[src/rtl/wit_pkg.sv]
// Shared constants and types for the watchdog / interval timer pair.
// Assumes one 10 MHz clock and a synchronous active-high reset.
package wit_pkg;

    // ------------------------------------------------------------
    // Timer-side register map and field layout
    // ------------------------------------------------------------
    localparam logic [15:0] WIT_ADDR_CSR = 16'hff10;
    localparam logic [15:0] WIT_ADDR_CNT = 16'hff11;
    localparam logic [15:0] WIT_ADDR_RST = 16'hff1f;
    localparam logic [7:0] WIT_PW_CNT = 8'h5a;
    localparam logic [7:0] WIT_PW_CSR = 8'ha5;
    localparam logic [7:0] WIT_CSR_RESET = 8'h18;
    localparam logic [7:0] WIT_CNT_RESET = 8'h00;
    localparam logic [7:0] WIT_RST_RESET = 8'h3f;
    localparam logic [7:0] WIT_CNT_MAX = 8'hff;
    localparam int WIT_BIT_OVF = 7;
    localparam int WIT_BIT_MODE = 6;
    localparam int WIT_BIT_RUN = 5;
    localparam int WIT_BIT_OUTEN = 6;
    localparam logic [1:0] WIT_CSR_ONES = 2'h3;
    localparam logic [5:0] WIT_RST_ONES = 6'h3f;

    // Prescaler masks for divide by 2,32,64,128,256,512,2048,4096
    localparam logic [11:0] WIT_PRE_MASK [8] = '{
        12'h001, 12'h01f, 12'h03f, 12'h07f,
        12'h0ff, 12'h1ff, 12'h7ff, 12'hfff};

    // ------------------------------------------------------------
    // Reset pulse lengths in system clock cycles
    // ------------------------------------------------------------
    localparam logic [9:0] WIT_INT_RST_CYC = 10'h206;
    localparam logic [7:0] WIT_OUT_RST_CYC = 8'h84;

    // ------------------------------------------------------------
    // Controller register map (Avalon byte addresses)
    // ------------------------------------------------------------
    localparam logic [4:0] WIT_AV_CMD = 5'h00;
    localparam logic [4:0] WIT_AV_WDATA = 5'h04;
    localparam logic [4:0] WIT_AV_RDATA = 5'h08;
    localparam logic [4:0] WIT_AV_PINS = 5'h0c;
    localparam int WIT_CMD_WRITE = 16;
    localparam int WIT_CMD_WORD = 17;

    typedef enum logic [2:0] {
        WIT_ST_RUN = 3'h1,
        WIT_ST_STBY = 3'h2,
        WIT_ST_WAKE = 3'h4
    } wit_state_t;

endpackage : wit_pkg

[src/rtl/wit_link_if.sv]
// Link between the timer and the controller that plays the CPU.
// Assumes both ends share one clock; no clocking block.
`timescale 1ns/100ps
interface wit_link_if;
    logic [15:0] addr;
    logic [15:0] wrData;
    logic wordAcc;
    logic wr;
    logic rd;
    logic [15:0] rdData;
    logic rdValid;
    logic hardRstN;
    logic hwStandby;
    logic standbyReq;
    logic wakeNmi;
    logic intervalIrq;
    logic chipRst;
    logic rstOutN;

    modport dev (
        input addr, wrData, wordAcc, wr, rd, hardRstN, hwStandby,
        input standbyReq, wakeNmi,
        output rdData, rdValid, intervalIrq, chipRst, rstOutN
    );
    modport ctl (
        output addr, wrData, wordAcc, wr, rd, hardRstN, hwStandby,
        output standbyReq, wakeNmi,
        input rdData, rdValid, intervalIrq, chipRst, rstOutN
    );
endinterface : wit_link_if

[src/rtl/wit_timer.sv]
// Watchdog / interval timer: 8-bit counter, prescaler, password writes.
// Assumes the link partner runs on clk and issues one-cycle requests.
//
// The Avalon-MM interface to the registers was left to the implementer.
`timescale 1ns/100ps
module wit_timer
    import wit_pkg::*;
(
    input wire logic clk,
    input wire logic rst,
    wit_link_if.dev link,
    output logic inStandby,
    output logic standbyExit
);

    typedef struct packed {
        wit_state_t st;
        logic [11:0] pre;
        logic [7:0] cnt;
        logic ovf;
        logic ovfSeen;
        logic mode;
        logic run;
        logic [2:0] cks;
        logic wdRst;
        logic outEn;
        logic [9:0] intCnt;
        logic [7:0] outCnt;
        logic [15:0] rdData;
        logic rdValid;
        logic exitPulse;
    } wit_timer_state_t;

    wit_timer_state_t s_q;
    wit_timer_state_t s_d;

    // ------------------------------------------------------------
    // Read view
    // ------------------------------------------------------------
    function automatic logic [7:0] readByte(input wit_timer_state_t s,
                                            input logic [15:0] a);
        logic [7:0] v;
        v = 8'h00;
        if (a == WIT_ADDR_CSR)
            v = {s.ovf, s.mode, s.run, WIT_CSR_ONES, s.cks};
        else if (a == WIT_ADDR_CNT)
            v = s.cnt;
        else if (a == WIT_ADDR_RST)
            v = {s.wdRst, s.outEn, WIT_RST_ONES};
        return v;
    endfunction : readByte

    logic tick;
    logic counting;
    logic wrWord;
    logic cntWr;
    logic csrWr;
    logic rstWr;
    logic ovfEv;
    logic csrRead;
    logic [7:0] hi;
    logic [7:0] lo;

    assign hi = link.wrData[15:8];
    assign lo = link.wrData[7:0];

    always_comb
    begin
        s_d = s_q;
        s_d.rdValid = 1'b0;
        s_d.exitPulse = 1'b0;
        s_d.pre = s_q.pre + 12'h001;
        ovfEv = 1'b0;
        tick = (s_q.pre & WIT_PRE_MASK[s_q.cks]) ==
               WIT_PRE_MASK[s_q.cks];
        counting = (s_q.run && s_q.st == WIT_ST_RUN) ||
                   s_q.st == WIT_ST_WAKE;
        // Byte writes and unknown passwords fall through untouched
        wrWord = link.wr && link.wordAcc && s_q.intCnt == 10'h000;
        cntWr = wrWord && link.addr == WIT_ADDR_CSR &&
                hi == WIT_PW_CNT;
        csrWr = wrWord && link.addr == WIT_ADDR_CSR &&
                hi == WIT_PW_CSR;
        rstWr = wrWord && link.addr == WIT_ADDR_RST;
        // Only a read that returns the control byte arms the clear
        csrRead = link.rd && link.addr == WIT_ADDR_CSR;

        // ------------------------------------------------------------
        // Reads: byte in low lane, word as high/low pair
        // ------------------------------------------------------------
        if (link.rd)
        begin
            s_d.rdValid = 1'b1;
            if (link.wordAcc)
                s_d.rdData = {readByte(s_q, link.addr),
                              readByte(s_q, link.addr | 16'h0001)};
            else
                s_d.rdData = {8'h00, readByte(s_q, link.addr)};
        end
        if (csrRead && s_q.ovf)
            s_d.ovfSeen = 1'b1;

        // ------------------------------------------------------------
        // Counter
        // ------------------------------------------------------------
        if (counting && tick)
        begin
            s_d.cnt = s_q.cnt + 8'h01;
            ovfEv = s_q.cnt == WIT_CNT_MAX;
        end
        if (cntWr)
        begin
            s_d.cnt = lo;
            ovfEv = 1'b0;
        end

        if (csrWr)
        begin
            s_d.mode = lo[WIT_BIT_MODE];
            s_d.run = lo[WIT_BIT_RUN];
            s_d.cks = lo[2:0];
            if (!lo[WIT_BIT_OVF] && s_q.ovfSeen)
            begin
                s_d.ovf = 1'b0;
                s_d.ovfSeen = 1'b0;
            end
        end
        if (!s_d.run && s_q.st == WIT_ST_RUN)
            s_d.cnt = WIT_CNT_RESET;

        if (rstWr && hi == WIT_PW_CSR && lo == 8'h00)
            s_d.wdRst = 1'b0;
        if (rstWr && hi == WIT_PW_CNT)
            s_d.outEn = lo[WIT_BIT_OUTEN];

        // Set wins over a software clear in the same cycle
        if (ovfEv && s_q.st == WIT_ST_RUN)
        begin
            s_d.ovf = 1'b1;
            if (s_q.mode)
            begin
                s_d.wdRst = 1'b1;
                s_d.intCnt = WIT_INT_RST_CYC;
                s_d.outCnt = s_q.outEn ? WIT_OUT_RST_CYC : 8'h00;
            end
        end

        // ------------------------------------------------------------
        // Standby sequencing
        // ------------------------------------------------------------
        unique case (s_q.st)
            WIT_ST_RUN:
            begin
                // A running counter blocks standby entry
                if (link.standbyReq && !s_q.run)
                begin
                    s_d.st = WIT_ST_STBY;
                    s_d.ovf = 1'b0;
                    s_d.mode = 1'b0;
                    s_d.run = 1'b0;
                    s_d.cnt = WIT_CNT_RESET;
                end
            end
            WIT_ST_STBY:
            begin
                if (link.wakeNmi)
                    s_d.st = WIT_ST_WAKE;
            end
            WIT_ST_WAKE:
            begin
                // Oscillator settled once the count wraps
                if (ovfEv)
                begin
                    s_d.st = WIT_ST_RUN;
                    s_d.exitPulse = 1'b1;
                end
            end
        endcase

        // ------------------------------------------------------------
        // Own reset hold: control state and overflow flag cleared, reset flag kept
        // ------------------------------------------------------------
        if (s_q.intCnt != 10'h000)
        begin
            s_d.intCnt = s_q.intCnt - 10'h001;
            s_d.ovf = 1'b0;
            s_d.ovfSeen = 1'b0;
            s_d.mode = 1'b0;
            s_d.run = 1'b0;
            s_d.cks = 3'h0;
            s_d.cnt = WIT_CNT_RESET;
            s_d.st = WIT_ST_RUN;
        end
        if (s_q.outCnt != 8'h00)
            s_d.outCnt = s_q.outCnt - 8'h01;

        if (link.hwStandby)
        begin
            s_d.ovf = 1'b0;
            s_d.ovfSeen = 1'b0;
            s_d.mode = 1'b0;
            s_d.run = 1'b0;
            s_d.cks = 3'h0;
            s_d.cnt = WIT_CNT_RESET;
            s_d.st = WIT_ST_RUN;
        end
    end

    // ------------------------------------------------------------
    // State register; the reset pin outranks a watchdog reset
    // ------------------------------------------------------------
    always_ff @(posedge clk)
    begin
        if (rst || !link.hardRstN)
        begin
            s_q <= '0;
            s_q.st <= WIT_ST_RUN;
            s_q.cnt <= WIT_CNT_RESET;
            s_q.wdRst <= WIT_RST_RESET[7];
            s_q.outEn <= WIT_RST_RESET[6];
            s_q.mode <= WIT_CSR_RESET[6];
            s_q.run <= WIT_CSR_RESET[5];
        end
        else
        begin
            s_q <= s_d;
        end
    end

    assign link.rdData = s_q.rdData;
    assign link.rdValid = s_q.rdValid;
    assign link.intervalIrq = s_q.ovf;
    assign link.chipRst = s_q.intCnt != 10'h000;
    assign link.rstOutN = s_q.outCnt == 8'h00;
    assign inStandby = s_q.st != WIT_ST_RUN;
    assign standbyExit = s_q.exitPulse;

endmodule : wit_timer

[src/flat_wrapper.sv]
// flat-port wrapper written by rule: the top's interface ports become plain ports
module wit_timer_flat import wit_pkg::*;
  (clk, rst, inStandby, standbyExit, link_addr, link_wrData, link_wordAcc, link_wr, link_rd, link_hardRstN, link_hwStandby, link_standbyReq, link_wakeNmi, link_rdData, link_rdValid, link_intervalIrq, link_chipRst, link_rstOutN);
  wit_link_if link_i ();
  input wire logic clk;
  input wire logic rst;
  output logic inStandby;
  output logic standbyExit;
  input wire logic [$bits(link_i.addr)-1:0] link_addr;
  input wire logic [$bits(link_i.wrData)-1:0] link_wrData;
  input wire logic [$bits(link_i.wordAcc)-1:0] link_wordAcc;
  input wire logic [$bits(link_i.wr)-1:0] link_wr;
  input wire logic [$bits(link_i.rd)-1:0] link_rd;
  input wire logic [$bits(link_i.hardRstN)-1:0] link_hardRstN;
  input wire logic [$bits(link_i.hwStandby)-1:0] link_hwStandby;
  input wire logic [$bits(link_i.standbyReq)-1:0] link_standbyReq;
  input wire logic [$bits(link_i.wakeNmi)-1:0] link_wakeNmi;
  output wire logic [$bits(link_i.rdData)-1:0] link_rdData;
  output wire logic [$bits(link_i.rdValid)-1:0] link_rdValid;
  output wire logic [$bits(link_i.intervalIrq)-1:0] link_intervalIrq;
  output wire logic [$bits(link_i.chipRst)-1:0] link_chipRst;
  output wire logic [$bits(link_i.rstOutN)-1:0] link_rstOutN;
  assign link_i.addr = link_addr;
  assign link_i.wrData = link_wrData;
  assign link_i.wordAcc = link_wordAcc;
  assign link_i.wr = link_wr;
  assign link_i.rd = link_rd;
  assign link_i.hardRstN = link_hardRstN;
  assign link_i.hwStandby = link_hwStandby;
  assign link_i.standbyReq = link_standbyReq;
  assign link_i.wakeNmi = link_wakeNmi;
  assign link_rdData = link_i.rdData;
  assign link_rdValid = link_i.rdValid;
  assign link_intervalIrq = link_i.intervalIrq;
  assign link_chipRst = link_i.chipRst;
  assign link_rstOutN = link_i.rstOutN;
  wit_timer u_core (.clk(clk), .rst(rst), .link(link_i), .inStandby(inStandby), .standbyExit(standbyExit));
endmodule
[config.mk]
export PLATFORM = sky130hd
export DESIGN_NAME = wit_timer_flat
export DESIGN_NICKNAME = d
export VERILOG_FILES = /design/src/rtl/wit_pkg.sv /design/src/rtl/wit_link_if.sv /design/src/rtl/wit_timer.sv /design/src/flat_wrapper.sv
export SDC_FILE = /design/constraint.sdc
export NUM_CORES = 1
export LEC_CHECK = 0
export BUFFER_PORTS_ARGS = -buffer_cell sky130_fd_sc_hd__buf_2
export CAP_MARGIN = 20
export CORE_ASPECT_RATIO = 1.4
export CORE_MARGIN = 2
export CORE_UTILIZATION = 50
export DETAILED_ROUTE_END_ITERATION = 16
export PLACE_DENSITY = 0.85
export SETUP_SLACK_MARGIN = 0.3
export SLEW_MARGIN = 30
export SYNTH_ARGS = -nofsm -noshare
export SYNTH_HDL_FRONTEND = slang
export SYNTH_SLANG_ARGS = --single-unit
[constraint.sdc]
create_clock -name clk -period 2.24 [get_ports clk]
set_input_delay 0.336 -clock clk [delete_from_list [all_inputs] [get_ports clk]]
set_output_delay 0.336 -clock clk [all_outputs]
set_load 0.005 [all_outputs]
==> flow_summary.yaml <==
min_path:
  timing.hold.worst.class: "input pin to register"
  cell_count_of_the_worst_hold_path: 3
  hold_path_startpoint: "link_wrData[1]"
  worst_hold_path_ep: "u_core.s_q[39]$_SDFFE_PP0P_"
setup_path:
  worstRegToRegCells: 10
  cp-start-kind: "register"
  critical_path.reg2reg.startpoint: "u_core.s_q[26]$_SDFFE_PP0P_"
  timing.critical_path.arrival_ns: 2.52
  critical_path_peak_fanout: 5
  crit_required_ns: 2.47
  crit_type: "register to register"
  worstReg2RegEnd: "u_core.s_q[51]$_SDFF_PP0_"
  worst_case_register_to_register_setup_slack_ns: -0.04
  end_kind: "register"
clock_network:
  cts.reportedPaths.clkPinSlew_ns: 0.08
  cts_buffers: 9
  post_cts_hold_buffer_count: 0
  htreeDepth: 3
  skew_pair_late_insertion_delay_ns: 0.35
  tritoncts_num_sinks: 68
  clk_root_buffer_cell: "clkbuf_8"
  cts_tree: "done"
  clock_path_buffers: 2
synthesis:
  synth.ff_latch_count: 68
  synth_top_family_by_area: "simple AND/OR/NAND/NOR gates"
  synth_seq_area_share_pct: 37.8
  post_synth_main_area_contributors: "dfxtp_1, nor2_1, xnor2_1"
  synth.largest_area_cell: "dfxtp_1"
  postSynthCellCount: 413
  yosys.area_share.xor_xnor_pct: 6.32
  async_flop_share_pct: 0
  synth_compound_area_share_pct: 16.7
  yosysWarnings: 0
  post_synth_fa_ha_maj_area_fraction_pct: 2.08
  mux_contribution_to_synthesized_area_pct: 3.51
  synth-main-ff-cell: "dfxtp_1"
  synth-edff-count: 0
  netlist_area_um2: 3600
  ys_types: 58
  area_share_of_the_largest_cell_type_after_synthesis_pct: 37.8
  synth_fp_nets: 460
  synth_simple_gate_area_share_pct: 27.6
  synth_area_per_cell_um2: 8.73
sta:
  max_freq_mhz: 438
  grt_setup_unrepaired: "yes"
  timing.final.ws_setup_ns: -0.0437
  report.final.setup_viol: 9
  final_max_slew_viol_count: 0
  period_needed_ns: 2.28
  normalized_max_slew_margin_pct: 57.3
  hold_slack_ns: 0.257
  post-route-period-util_pct: 102
  skew_ns: 0.00706
  hold_violations: 0
  worst_margin_pin_slew_ns: 0.632
global_route:
  grt_remaining_overflow: 0
  overall_track_demand_over_capacity_in_global_routing_pct: 25.7
  grt_pass1_wl_mm: 15.6
  number_of_antenna_violations_at_the_first_check_in_global_routing: 0
  largest_net_degree_at_the_start_of_global_routing: 23
  grt_pass1_vias: 3368
layout:
  design.final.nets: 548
  drive_above_1_share_pct: 35.0
  area.growth.synth_to_final_pct: 28.2
  n_diodes: 0
  final-instance-count-excl-fill: 601
  finalCoreUtilization_pct: 66.2
placement:
  replace_congestion: 0.955
  numPortBuffers: 62
  count_of_placed_standard_cells_including_taps: 569
  detailedPlacementHpwl_mm: 6.82
floorplanning:
  floorplan.rows: 36
  die_width_um: 75.8
  boundary_pins: 63
  die_y_um: 104
  die-area_um2: 7910
  placeable_area_um2: 6980
  floorplan.initialDensity_pct: 51.6
flow_run:
  cap_viol_max_count: 0
outcome:
  failing_checks: "negative setup slack"
  outcome: "complete, but fails checks"
power_and_ir_drop:
  power.density_cell_area_nw_per_um2: 1070
  power.total_mw: 4.93
  power_leakage_nw: 1.78
  ir_drop_mv: 0.483
detailed_routing:
  vias_per_cell: 5.71
  detail_route.wirelength_mm: 9.64
  dr.first_iter.drc_count: 238
  ant_nets: 0
  wl_per_cell_um: 16.0
  post-route-drc-count: 0
  detail_route.first_pass.iterations: 5
  dr_total_vias: 3432
## cell usage after synthesis, types with 7 or more instances
cell type,number
a211oi_2,7
a21oi_1,28
a22oi_1,7
buf_4,16
clkbuf_1,11
dfxtp_1,68
inv_1,14
mux2i_1,7
nand2_1,20
nand2b_1,10
nand3_1,19
nor2_1,51
nor3_1,9
nor4_1,7
o21ai_0,21
xnor2_1,18
xor2_1,8
## worst max path at each step
| stage | startpoint | to | slack, ns | cells after the start |
|---|---|---|---|---|
| floorplan | u_core.s_q[26]$_SDFFE_PP0P_ | u_core.s_q[51]$_SDFF_PP0_ | -0.03 | 7 |
| global placement | link_addr[1] | u_core.s_q[51]$_SDFF_PP0_ | -0.1 | 6 |
| detailed placement | link_addr[1] | u_core.s_q[50]$_SDFF_PP0_ | -0.14 | 6 |
| CTS | u_core.s_q[27]$_SDFFE_PP0P_ | u_core.s_q[46]$_SDFF_PP0_ | -0.002 | 10 |
| global route | u_core.s_q[27]$_SDFFE_PP0P_ | u_core.s_q[50]$_SDFF_PP0_ | -0.12 | 10 |
| finish | u_core.s_q[26]$_SDFFE_PP0P_ | u_core.s_q[51]$_SDFF_PP0_ | -0.04 | 10 |
## registers in the layout, summed over array words and instances (netlist names)
name	count
u_core.standbyExit	1
u_core.link.rdValid	1
u_core.s_q	49
u_core.link.intervalIrq	1
u_core.link.rdData	16
## power by group
| group | switching, mW | internal, mW | leakage [nW] |
|---|---|---|---|
| combinational | 1.10 | 1.07 | 1.11 |
| clock | 0.485 | 0.769 | 0.122 |
| sequential | 0.134 | 1.37 | 0.553 |
## routing by layer
| layer | vias up | part of all wire, % | GRT usage, % |
|---|---|---|---|
| li1 | 1657 | - | - |
| met1 | 1619 | 38 | 28.8 |
| met2 | 120 | 52 | 43.6 |
| met3 | 36 | 4.8 | 6.10 |
| met4 | 0 | 4.6 | 12.4 |
| met5 | - | 0 | 0 |
## critical path, stage by stage, from the launching register on
cell,delay [ns]
dfxtp_2,0.34
inv_2,0.08
ha_4,0.11
or4b_4,0.47
nor4_4,0.22
buf_4,0.18
nand4_4,0.10
buf_4,0.19
o311ai_4,0.25
buf_6,0.18
a211oi_2,0.03
## cells by family (layout without fill, tap and decap cells)
family | after synthesis | after routing
and+or+nand+nor | 170 | 170
AOI/OAI and AO/OA | 89 | 89
DFF | 68 | 68
buffers and inverters | 42 | 135
xor gates and xnor gates | 26 | 26
muxes | 12 | 12
adders and majority gates | 6 | 6
## layout make-up
class	instances	area, um^2
inverters	14	55.1
well taps	95	119
repair buffers	105	648
multi-input cells	303	2180
clock inverters	6	111
flip-flops and latches	68	1370
fillers	511	2360
clock buffers	10	138
## per-stage QoR
| stage | setup TNS [ns] | instance area (um^2) | setup WS, ns |
|---|---|---|---|
| global placement | -0.682 | 4080 | -0.0994 |
| finish | -0.332 | 4620 | -0.0437 |
| CTS | -0.00175 | 4540 | -0.00175 |
| global route | -1.29 | 4620 | -0.124 |
| detailed placement | -1.16 | 4080 | -0.142 |
| floorplan | -0.0525 | 3610 | -0.0270 |
## placed cells by master, fill, tap and decap left out, types with 5 or more instances in the layout
master and n:
buf_2 62, a22oi_1 7, xnor2_1 18, ha_1 5, inv_1 10, nand2_1 19
o21ai_0 21, buf_4 39, nand3_1 16, clkbuf_8 10, nor2_1 49, a211oi_2 8
a21oi_1 27, nand2b_1 10, dfxtp_1 64, mux2i_1 5, mux2_2 5, xor2_1 8
nor3_1 9, nor4_1 6, nand4_1 6, nor4bb_1 6
## what timing repair did
action | 4_1_cts | 5_1_grt
endpoints found under the setup margin | 31 | 31
buffers inserted | 13 | 3
pin swaps | 8 | 7
resized for setup | 27 | 12
Note: power is estimated with default switching activity, not from simulation.
